**config.mk**
```make
export PLATFORM = sky130hd
export DESIGN_NAME = fsac_ctrl
export DESIGN_NICKNAME = d
export VERILOG_FILES = /design/src/pkg/fsac_pkg.sv /design/src/fsac_buf.sv /design/src/fsac_ctrl.sv /design/src/fsac_delay.sv
export SDC_FILE = /design/constraint.sdc
export NUM_CORES = 1
export LEC_CHECK = 0
export BUFFER_PORTS_ARGS = -buffer_cell sky130_fd_sc_hd__clkbuf_2
export CAP_MARGIN = 20
export CORE_UTILIZATION = 49
export CTS_CLUSTER_SIZE = 14
export DETAILED_ROUTE_END_ITERATION = 16
export PLACE_DENSITY = 0.68
export RECOVER_POWER = 25
export SETUP_SLACK_MARGIN = 0.4
export SYNTH_ARGS = -nofsm -noshare
export SYNTH_HDL_FRONTEND = slang
export SYNTH_SLANG_ARGS = --single-unit
export TNS_END_PERCENT = 30
```
**constraint.sdc**
```tcl
create_clock -name clk -period 3.3 [get_ports clk]
set_input_delay 0.165 -clock clk [delete_from_list [all_inputs] [get_ports clk]]
set_output_delay 0.165 -clock clk [all_outputs]
set_load 0.1 [all_outputs]
```
**src/pkg/fsac_pkg.sv**
```systemverilog
/*
 fsac_pkg: constants and types shared by the program flash self-access
 controller, its write buffer and its delay timer.
 Assumes a 20 MHz instruction clock and an 8-bit register port.
*/
package fsac_pkg;
   localparam int ADDR_W    = 13;
   localparam int DATA_W    = 14;
   localparam int BUF_DEPTH = 8;
   localparam int BUF_IDX_W = 3;
   localparam int TMR_W     = 21;

   // register indices on the register port
   localparam logic [2:0] REG_ADDR_LOW  = 3'h0;
   localparam logic [2:0] REG_ADDR_HIGH = 3'h1;
   localparam logic [2:0] REG_DATA_LOW  = 3'h2;
   localparam logic [2:0] REG_DATA_HIGH = 3'h3;
   localparam logic [2:0] REG_CTRL      = 3'h4;
   localparam logic [2:0] REG_UNLOCK    = 3'h5;

   // flash_ctrl bit positions
   localparam int CTRL_RD    = 0;
   localparam int CTRL_WR    = 1;
   localparam int CTRL_WEN   = 2;
   localparam int CTRL_CAL   = 6;
   localparam int CTRL_FIXED = 7;

   localparam logic [7:0] UNLOCK_KEY1 = 8'h55;
   localparam logic [7:0] UNLOCK_KEY2 = 8'haa;

   localparam logic [2:0] BLOCK_LAST = 3'h7;
   localparam logic [3:0] ERASE_MASK = 4'h3;
   localparam logic [3:0] ERASE_PAT  = 4'h3;
   localparam int         ROW_W      = 4;

   // self-write protect selector codes and protected upper bounds
   localparam logic [1:0]        WP_NONE     = 2'h3;
   localparam logic [1:0]        WP_LOW      = 2'h2;
   localparam logic [1:0]        WP_HALF     = 2'h1;
   localparam logic [ADDR_W-1:0] WP_LOW_TOP  = 13'h03ff;
   localparam logic [ADDR_W-1:0] WP_HALF_TOP = 13'h0fff;

   localparam int CLK_MHZ      = 20;
   localparam int WR_TIME_US   = 4000;
   localparam int WR_CYCLES    = WR_TIME_US * CLK_MHZ;
   localparam int PWRT_TIME_MS = 72;
   localparam int PWRT_CYCLES  = PWRT_TIME_MS * 1000 * CLK_MHZ;

   typedef enum logic [3:0] {
      S_IDLE, S_RD_WAIT, S_RD_FETCH, S_RD_CAPT, S_SETUP, S_STORE,
      S_ERASE, S_PROG_RD, S_PROG_WR, S_WAIT, S_DONE
   } fsac_state_t;
endpackage

```
**src/fsac_buf.sv**
```systemverilog
/*
 fsac_buf: the eight-word write buffer in front of the flash array.
 Assumes one writer and one reader on the same clock; read data is
 registered and appears one cycle after the read address.
*/
`timescale 1ns/1ps
module fsac_buf #(
   parameter int W  = 14,
   parameter int D  = 8,
   parameter int AW = 3
) (
   input  wire logic          clk,
   input  wire logic          we,
   input  wire logic [AW-1:0] waddr,
   input  wire logic [W-1:0]  wdata,
   input  wire logic [AW-1:0] raddr,
   output logic      [W-1:0]  rdata
);
   logic [W-1:0] mem [D];

   always_ff @(posedge clk) begin
      if (we) begin
         mem[waddr] <= wdata;
      end
   end

   always_ff @(posedge clk) begin
      rdata <= mem[raddr];
   end
endmodule // fsac_buf

```
**src/fsac_ctrl.sv**
```systemverilog
/*
 fsac_ctrl: program flash self-access controller. Software reads and
 writes single flash words through address, data, control and unlock
 registers; writes gather in an eight-word buffer and commit with an
 erase followed by programming while the core is stalled.
 Assumes the register port master of the core, a flash array that
 returns read data the cycle after fl_rd_req, and a core that squashes
 an instruction on cpu_discard and holds while cpu_stall is high.
*/
// Implementation choices: the placing of the registers and the strobed register port.
`timescale 1ns/1ps
// Summary of operation
// - the second cycle after the read bit fetches; that instruction is dropped.
// - the fetched word lands in both data registers the next cycle.
// - data registers keep the word until another read or software write.
// - self-writes happen only outside segments chosen by write protect.
// - protect bits ignored in external programming; code protect blocks it.
// - writes gather in aligned eight-word blocks, never across a boundary.
// - each commit erases a sixteen-word row, then programs eight words.
// - a write at low address bits 111 erases and programs the block.
// - two setup cycles follow the write bit; software places two nops.
// - buffer writes end at once; commit stalls the core about 4 ms.
// - after the commit the core resumes at the third instruction.
// - erase happens only when low address bits match the erase pattern.
// - write allow clears at power-up; writes blocked during power-up timer.
// - writes need write allow and a correct unlock sequence.
// - code protection keeps core access but disables test memory access.
// - write protection still allows reads of all program memory.
// - read and write bits are set-only; hardware clears them when done.
// - calibration select steers reads to test space and blocks writes.
// - data registers form a 14-bit word, address registers 13 bits.
// - the unlock register stores nothing and reads as zero.
module fsac_ctrl
   import fsac_pkg::*;
#(
   parameter int WR_CYC   = fsac_pkg::WR_CYCLES,
   parameter int PWRT_CYC = fsac_pkg::PWRT_CYCLES
) (
   input  wire logic                  clk,
   input  wire logic                  srst,
   input  wire logic [2:0]            reg_addr,
   input  wire logic [7:0]            reg_wdata,
   input  wire logic                  reg_wr,
   input  wire logic                  reg_rd,
   output logic      [7:0]            reg_rdata,
   input  wire logic [1:0]            self_write_protect_sel,
   input  wire logic                  code_protect_n,
   input  wire logic                  ext_prog_mode,
   input  wire logic                  ext_wr_req,
   input  wire logic [fsac_pkg::ADDR_W-1:0] ext_addr,
   input  wire logic [fsac_pkg::DATA_W-1:0] ext_wdata,
   input  wire logic [fsac_pkg::DATA_W-1:0] fl_rdata,
   output logic      [fsac_pkg::ADDR_W-1:0] fl_addr,
   output logic      [fsac_pkg::DATA_W-1:0] fl_wdata,
   output logic                       fl_calib,
   output logic                       fl_rd_req,
   output logic                       fl_erase,
   output logic                       fl_prog,
   output logic                       cpu_discard,
   output logic                       cpu_stall,
   output logic                       test_access_en
);
   import fsac_pkg::*;

   fsac_state_t           state;
   logic [7:0]            flash_addr_low;
   // five high bits so the word address spans all 13 bits
   logic [4:0]            flash_addr_high;
   logic [7:0]            flash_data_low;
   logic [5:0]            flash_data_high;
   logic                  rd_bit;
   logic                  wr_bit;
   logic                  write_allow;
   logic                  calib_space_sel;
   logic [1:0]            unlock_step;
   logic [BUF_IDX_W-1:0]  prog_idx;
   logic                  pwrt_kick;
   logic                  pwrt_done;
   logic                  wr_tmr_start;
   logic                  wr_tmr_done;
   logic [DATA_W-1:0]     buf_rdata;
   logic                  buf_we;
   logic [ADDR_W-1:0]     cur_addr;
   logic                  seg_protected;
   logic                  wr_ok;
   logic                  ctrl_wr;
   logic                  commit;

   assign cur_addr = {flash_addr_high, flash_addr_low};
   assign ctrl_wr  = reg_wr && reg_addr == REG_CTRL;
   assign commit   = flash_addr_low[2:0] == BLOCK_LAST;
   assign buf_we   = state == S_STORE;

   always_comb begin
      case (self_write_protect_sel)
         WP_NONE: seg_protected = 1'b0;
         WP_LOW:  seg_protected = cur_addr <= WP_LOW_TOP;
         WP_HALF: seg_protected = cur_addr <= WP_HALF_TOP;
         default: seg_protected = 1'b1;
      endcase
   end

   // every guard must hold for the write bit to be taken at all
   assign wr_ok = reg_wdata[CTRL_WR] && unlock_step == 2'd2
      && write_allow
      && pwrt_done
      && !reg_wdata[CTRL_CAL] && !calib_space_sel
      && !seg_protected
      && !ext_prog_mode && state == S_IDLE;

   // unlock recognition: any access other than the next expected one
   // restarts it, so a stray access between keys voids the sequence
   always_ff @(posedge clk) begin
      if (srst) begin
         unlock_step <= 2'd0;
      end else if (reg_wr || reg_rd) begin
         if (reg_wr && reg_addr == REG_UNLOCK
             && reg_wdata == UNLOCK_KEY1) begin
            unlock_step <= 2'd1;
         end else if (reg_wr && reg_addr == REG_UNLOCK
                      && reg_wdata == UNLOCK_KEY2
                      && unlock_step == 2'd1) begin
            unlock_step <= 2'd2;
         end else begin
            unlock_step <= 2'd0;
         end
      end
   end

   always_ff @(posedge clk) begin
      if (srst) begin
         flash_addr_low  <= '0;
         flash_addr_high <= '0;
      end else if (reg_wr && reg_addr == REG_ADDR_LOW) begin
         flash_addr_low <= reg_wdata;
      end else if (reg_wr && reg_addr == REG_ADDR_HIGH) begin
         flash_addr_high <= reg_wdata[4:0];
      end
   end

   // a capture wins over software writes when they share a cycle,
   // which the read timing makes impossible for a well-behaved core
   always_ff @(posedge clk) begin
      if (srst) begin
         flash_data_low  <= '0;
         flash_data_high <= '0;
      end else if (state == S_RD_CAPT) begin
         flash_data_low  <= fl_rdata[7:0];
         flash_data_high <= fl_rdata[DATA_W-1:8];
      end else if (reg_wr && reg_addr == REG_DATA_LOW) begin
         flash_data_low <= reg_wdata;
      end else if (reg_wr && reg_addr == REG_DATA_HIGH) begin
         flash_data_high <= reg_wdata[5:0];
      end
   end

   always_ff @(posedge clk) begin
      if (srst) begin
         write_allow     <= 1'b0;
         calib_space_sel <= 1'b0;
      end else if (ctrl_wr) begin
         write_allow     <= reg_wdata[CTRL_WEN];
         calib_space_sel <= reg_wdata[CTRL_CAL];
      end
   end

   // software can only set these bits; only the sequencer clears them
   always_ff @(posedge clk) begin
      if (srst) begin
         rd_bit <= 1'b0;
      end else if (state == S_RD_CAPT) begin
         rd_bit <= 1'b0;
      end else if (ctrl_wr && reg_wdata[CTRL_RD] && state == S_IDLE
                   && !wr_bit) begin
         rd_bit <= 1'b1;
      end
   end

   always_ff @(posedge clk) begin
      if (srst) begin
         wr_bit <= 1'b0;
      end else if (state == S_DONE) begin
         wr_bit <= 1'b0;
      end else if (ctrl_wr && wr_ok && !rd_bit) begin
         wr_bit <= 1'b1;
      end
   end

   always_ff @(posedge clk) begin
      if (srst) begin
         state    <= S_IDLE;
         prog_idx <= '0;
      end else begin
         case (state)
            S_IDLE: begin
               if (rd_bit) begin
                  state <= S_RD_WAIT;
               end else if (wr_bit) begin
                  state <= S_SETUP;
               end
            end
            S_RD_WAIT: begin
               state <= S_RD_FETCH;
            end
            S_RD_FETCH: begin
               state <= S_RD_CAPT;
            end
            S_RD_CAPT: begin
               state <= S_IDLE;
            end
            S_SETUP: begin
               state <= S_STORE;
            end
            S_STORE: begin
               prog_idx <= '0;
               if (commit) begin
                  state <= S_ERASE;
               end else begin
                  state <= S_DONE;
               end
            end
            S_ERASE: begin
               state <= S_PROG_RD;
            end
            S_PROG_RD: begin
               state <= S_PROG_WR;
            end
            S_PROG_WR: begin
               prog_idx <= prog_idx + BUF_IDX_W'(1);
               if (prog_idx == BLOCK_LAST) begin
                  state <= S_WAIT;
               end else begin
                  state <= S_PROG_RD;
               end
            end
            S_WAIT: begin
               if (wr_tmr_done) begin
                  state <= S_DONE;
               end
            end
            S_DONE: begin
               state <= S_IDLE;
            end
            default: begin
               state <= S_IDLE;
            end
         endcase
      end
   end

   // flash-facing strobes; every output comes from a flop
   always_ff @(posedge clk) begin
      if (srst) begin
         fl_addr   <= '0;
         fl_wdata  <= '0;
         fl_calib  <= 1'b0;
         fl_rd_req <= 1'b0;
         fl_erase  <= 1'b0;
         fl_prog   <= 1'b0;
      end else begin
         fl_rd_req <= 1'b0;
         fl_erase  <= 1'b0;
         fl_prog   <= 1'b0;
         if (state == S_RD_WAIT) begin
            fl_addr   <= cur_addr;
            fl_calib  <= calib_space_sel;
            fl_rd_req <= 1'b1;
         end else if (state == S_STORE && commit) begin
            fl_calib <= 1'b0;
            fl_addr  <= {cur_addr[ADDR_W-1:ROW_W], ROW_W'(0)};
            // row erase only on the pattern; any commit matches it
            fl_erase <= (cur_addr[3:0] & ERASE_MASK) == ERASE_PAT;
         end else if (state == S_PROG_WR) begin
            fl_addr  <= {cur_addr[ADDR_W-1:BUF_IDX_W], prog_idx};
            fl_wdata <= buf_rdata;
            fl_prog  <= 1'b1;
         end else if (state == S_IDLE && ext_prog_mode && ext_wr_req
                      && code_protect_n) begin
            // external programming skips write protect entirely
            fl_calib <= 1'b0;
            fl_addr  <= ext_addr;
            fl_wdata <= ext_wdata;
            fl_prog  <= 1'b1;
         end
      end
   end

   // core-facing controls
   always_ff @(posedge clk) begin
      if (srst) begin
         cpu_discard <= 1'b0;
         cpu_stall   <= 1'b0;
      end else begin
         cpu_discard <= state == S_RD_WAIT;
         if (state == S_STORE && commit) begin
            cpu_stall <= 1'b1;
         end else if (state == S_WAIT && wr_tmr_done) begin
            cpu_stall <= 1'b0;
         end
      end
   end

   always_ff @(posedge clk) begin
      if (srst) begin
         test_access_en <= 1'b0;
      end else begin
         test_access_en <= code_protect_n;
      end
   end

   always_ff @(posedge clk) begin
      if (srst) begin
         reg_rdata <= '0;
      end else if (reg_rd) begin
         case (reg_addr)
            REG_ADDR_LOW:  reg_rdata <= flash_addr_low;
            REG_ADDR_HIGH: reg_rdata <= {3'h0, flash_addr_high};
            REG_DATA_LOW:  reg_rdata <= flash_data_low;
            REG_DATA_HIGH: reg_rdata <= {2'h0, flash_data_high};
            REG_CTRL: begin
               reg_rdata             <= '0;
               reg_rdata[CTRL_FIXED] <= 1'b1;
               reg_rdata[CTRL_CAL]   <= calib_space_sel;
               reg_rdata[CTRL_WEN]   <= write_allow;
               reg_rdata[CTRL_WR]    <= wr_bit;
               reg_rdata[CTRL_RD]    <= rd_bit;
            end
            default: reg_rdata <= '0;
         endcase
      end else begin
         reg_rdata <= '0;
      end
   end

   // power-up hold-off starts on the first cycle after reset release
   always_ff @(posedge clk) begin
      if (srst) begin
         pwrt_kick <= 1'b0;
      end else begin
         pwrt_kick <= 1'b1;
      end
   end

   always_ff @(posedge clk) begin
      if (srst) begin
         wr_tmr_start <= 1'b0;
      end else begin
         wr_tmr_start <= state == S_ERASE;
      end
   end

   fsac_delay #(.W(TMR_W)) u_pwrt (
      .clk   (clk),
      .srst  (srst),
      .start (!pwrt_kick),
      .load  (TMR_W'(PWRT_CYC)),
      .done  (pwrt_done)
   );

   fsac_delay #(.W(TMR_W)) u_wr_tmr (
      .clk   (clk),
      .srst  (srst),
      .start (wr_tmr_start),
      .load  (TMR_W'(WR_CYC)),
      .done  (wr_tmr_done)
   );

   fsac_buf #(
      .W  (DATA_W),
      .D  (BUF_DEPTH),
      .AW (BUF_IDX_W)
   ) u_buf (
      .clk   (clk),
      .we    (buf_we),
      .waddr (flash_addr_low[BUF_IDX_W-1:0]),
      .wdata ({flash_data_high, flash_data_low}),
      .raddr (prog_idx),
      .rdata (buf_rdata)
   );
endmodule // fsac_ctrl

```
**src/fsac_delay.sv**
```systemverilog
/*
 fsac_delay: one-shot down counter used for the power-up hold-off and
 for the long erase/program time.
 Assumes start is a one-cycle pulse; done rises when the count expires.
*/
`timescale 1ns/1ps
module fsac_delay #(
   parameter int W = 21
) (
   input  wire logic         clk,
   input  wire logic         srst,
   input  wire logic         start,
   input  wire logic [W-1:0] load,
   output logic              done
);
   logic [W-1:0] count;
   logic         run;

   always_ff @(posedge clk) begin
      if (srst) begin
         count <= '0;
         run   <= 1'b0;
         done  <= 1'b0;
      end else if (start) begin
         count <= load;
         run   <= 1'b1;
         done  <= 1'b0;
      end else if (run) begin
         if (count <= W'(1)) begin
            run  <= 1'b0;
            done <= 1'b1;
         end
         count <= count - W'(1);
      end
   end
endmodule // fsac_delay
```
==> impl_metrics.json <==
{
  "synth_area_um2": 10500,
  "synth-edff-count": 112,
  "crit_fanout": 29,
  "relSlewSlack": -0.189,
  "endpoint_kind": "register",
  "post-route-util": 0.604,
  "root_buffer": "clkbuf_16",
  "cp_slowest_cell": "or4b_1",
  "clock.fmax_mhz": 407,
  "ir_drop_v": 0.000342,
  "via_count": 7602,
  "routed_wl_mm": 25.8,
  "cts_buffer_depth": 3,
  "fin_crit_ns": 2.46,
  "finalHoldViolCount": 0,
  "final.setup.tns_ns": 0,
  "io_pins": 103,
  "initial_core_util": 0.499,
  "syn_area_per_cell_um2": 11.9,
  "cp_top_family": "simple AND/OR/NAND/NOR gates",
  "drt_iter0_drc": 555,
  "grt_first_pass_wirelength_mm": 40.1,
  "synth-seq-area-share": 0.595,
  "grt_setup_unrepaired": "no",
  "cts_setup_buffers": 0,
  "tightest_slew_ns": 1.78,
  "die_area_um2": 21900,
  "cp_num_buf_inv": 1,
  "dp_hpwl_mm": 16.7,
  "layout_setup_ws_ns": 0.843,
  "vias_per_cell": 5.77,
  "crit_type": "reg -> reg",
  "antenna_found_initial": 0,
  "grt-ovfl-total": 0,
  "outcome": "complete, but fails checks",
  "num_antenna_cells": 0,
  "hold_path.class": "in -> reg",
  "cp.required_ns": 3.70,
  "grt_usage": 0.238,
  "arrival_ns": 2.86,
  "drc_errors": 0,
  "synth_flop_cell": "dfxtp_1",
  "clk_latency_ns": 0.53,
  "skew_ns": 0.0115,
  "fp.dieW_um": 148,
  "grt_pass1_vias": 7250,
  "die_y_um": 148,
  "finalNonFillerCells": 1318,
  "cp_cell_sequence": "or4b_1, o21ai_2, buf_4, nor2_1, a311oi_1",
  "place_inst": 1222,
  "fin_nets": 1089,
  "dp_slack_ns": 0.974,
  "syn_inst": 876,
  "setup_violations": 0,
  "place.port_buffers": 102,
  "synth_cell_types": 66,
  "powerDensity_nw_per_um2": 621,
  "start_kind": "register",
  "synth_nets": 943,
  "cts-htree-levels": 1,
  "avgRoutedWirePerCell_um": 19.6,
  "syn_to_final_growth_pct": 21.0,
  "cts_sinks": 255,
  "power_mw": 7.87,
  "core_um2": 21000,
  "cts_tree": "built",
  "cts_resized": 0,
  "ys_seq_elements": 255,
  "drive_above_1_share": 0.224,
  "slew_violations": 40,
  "cp_slowest_stage_delay_ns": 0.80,
  "failed_checks": "capacitance limit, slew limit",
  "rows": 53,
  "drv_cap": 1,
  "async_flop_share": 0,
  "clk_pin_slew_ns": 0.06,
  "numCtsBuffers": 27,
  "drt_first_pass_iters": 5,
  "postRouteAntennaNets": 0,
  "grt_start_max_net_pins": 50,
  "leakage_nw": 4.54,
  "yosys_warnings": 0,
  "gp_congestion": 0.862,
  "period_share": 0.745
}
## synthesized netlist by cell type, types with 7 or more instances
master / instances / share of area
a31oi_1: 12 / 0.0072
o31ai_1: 13 / 0.0093
a311oi_1: 25 / 0.021
mux4_2: 29 / 0.062
nor2b_1: 8 / 0.0048
or3_1: 7 / 0.0042
edfxtp_1: 112 / 0.32
nand3_1: 15 / 0.0072
dfxtp_1: 143 / 0.27
or2_2: 7 / 0.0042
mux2_2: 15 / 0.016
or4_1: 17 / 0.012
clkbuf_1: 41 / 0.015
xnor2_1: 9 / 0.0075
a211oi_1: 19 / 0.014
a21oi_1: 48 / 0.023
nor3_1: 22 / 0.011
o21ai_0: 21 / 0.010
xor2_1: 11 / 0.0092
nand2_1: 76 / 0.027
mux2i_1: 29 / 0.028
inv_1: 11 / 0.0039
nor2_1: 87 / 0.031
## layer usage
metal	track usage	up-vias	part of all wire	wire length, µm
met4	0.0727	0	0.022	556
li1	-	3611	-	-
met1	0.338	3704	0.45	11700
met3	0.0319	43	0.064	1660
met2	0.381	244	0.46	11900
met5	0	-	0	0
## sequential cells by signal (all words and copies together) (netlist names), 2 cells and up
signal and count:
fl_addr 13, fl_wdata 14, flash_addr_high 5, flash_addr_low 8, flash_data_high 6, flash_data_low 8, prog_idx 3, reg_rdata 8
state 4, u_buf.mem 112, u_buf.rdata 14, u_pwrt.count 21, u_wr_tmr.count 21, unlock_step 2
## report_power, final
part | internal (mW) | total (mW) | switching (mW)
sequential | 3.41 | 3.57 | 0.160
combinational | 0.352 | 1.26 | 0.904
clock | 1.83 | 3.04 | 1.21
total | 5.60 | 7.87 | 2.27
## kinds of logic after synthesis
kind of cell	after synthesis	synth area share
compound gates	165	0.106
xor+xnor	20	0.0167
fa+ha+maj	6	0.00717
buf+inv	65	0.0249
flops	255	0.595
mux	73	0.106
simple gates	292	0.144
## worst register-to-register path, cell delays in order (launching register included)
cell and delay (ns):
dfxtp_1 0.69, or4b_1 0.80, o21ai_2 0.15, buf_4 0.30, nor2_1 0.11, a311oi_1 0.29
## cell type report
type | instances | area (µm²)
clock buffers | 37 | 753
clock inverters | 13 | 151
fillers | 1742 | 8290
inverters | 12 | 45.0
multi-input cells | 556 | 4000
flip-flops and latches | 255 | 6230
well taps | 275 | 344
repair buffers | 170 | 1140
## stage by stage
stage | instance area (µm²) | hold slack (ns)
after global routing | 12700 | 0.0237
after detailed placement | 11300 | 0.424
after CTS | 12700 | 0.000672
after floorplan | 10500 | 0.290
after global placement | 11300 | 0.423
final | 12700 | 0.0116
## repair_timing
item / in CTS / in global routing
setup endpoints to repair: 0 / 0
hold buffers: 45 / 0
hold endpoints to repair: 46 / 0
## layout by cell type, fill, tap and decap left out, types with 19 or more instances in the layout
master,n
mux4_2,29
nand2_1,76
dlygate4sd3_1,45
clkbuf_2,100
edfxtp_1,112
mux2i_1,29
clkbuf_16,27
a21oi_1,48
dfxtp_1,142
a311oi_1,25
o21ai_0,20
buf_4,21
a211oi_1,19
nor2_1,87
nor3_1,20
## path summary, 6_finish.rpt
path | from | end | slack [ns] | cells after the start
worst min-delay path | reg_wdata[0] | flash_addr_low[0]$_SDFFE_PP0P_ | 0.01 | 3
worst min register to register | u_buf.rdata[0]$_DFF_P_ | fl_wdata[0]$_SDFFE_PP0P_ | 0.46 | 2
worst max-delay path | state[3]$_SDFFE_PP0P_ | fl_wdata[3]$_SDFFE_PP0P_ | 0.84 | 5
worst max register to register | state[3]$_SDFFE_PP0P_ | fl_wdata[3]$_SDFFE_PP0P_ | 0.84 | 5
No activity file was read; power rests on OpenSTA's default activity.
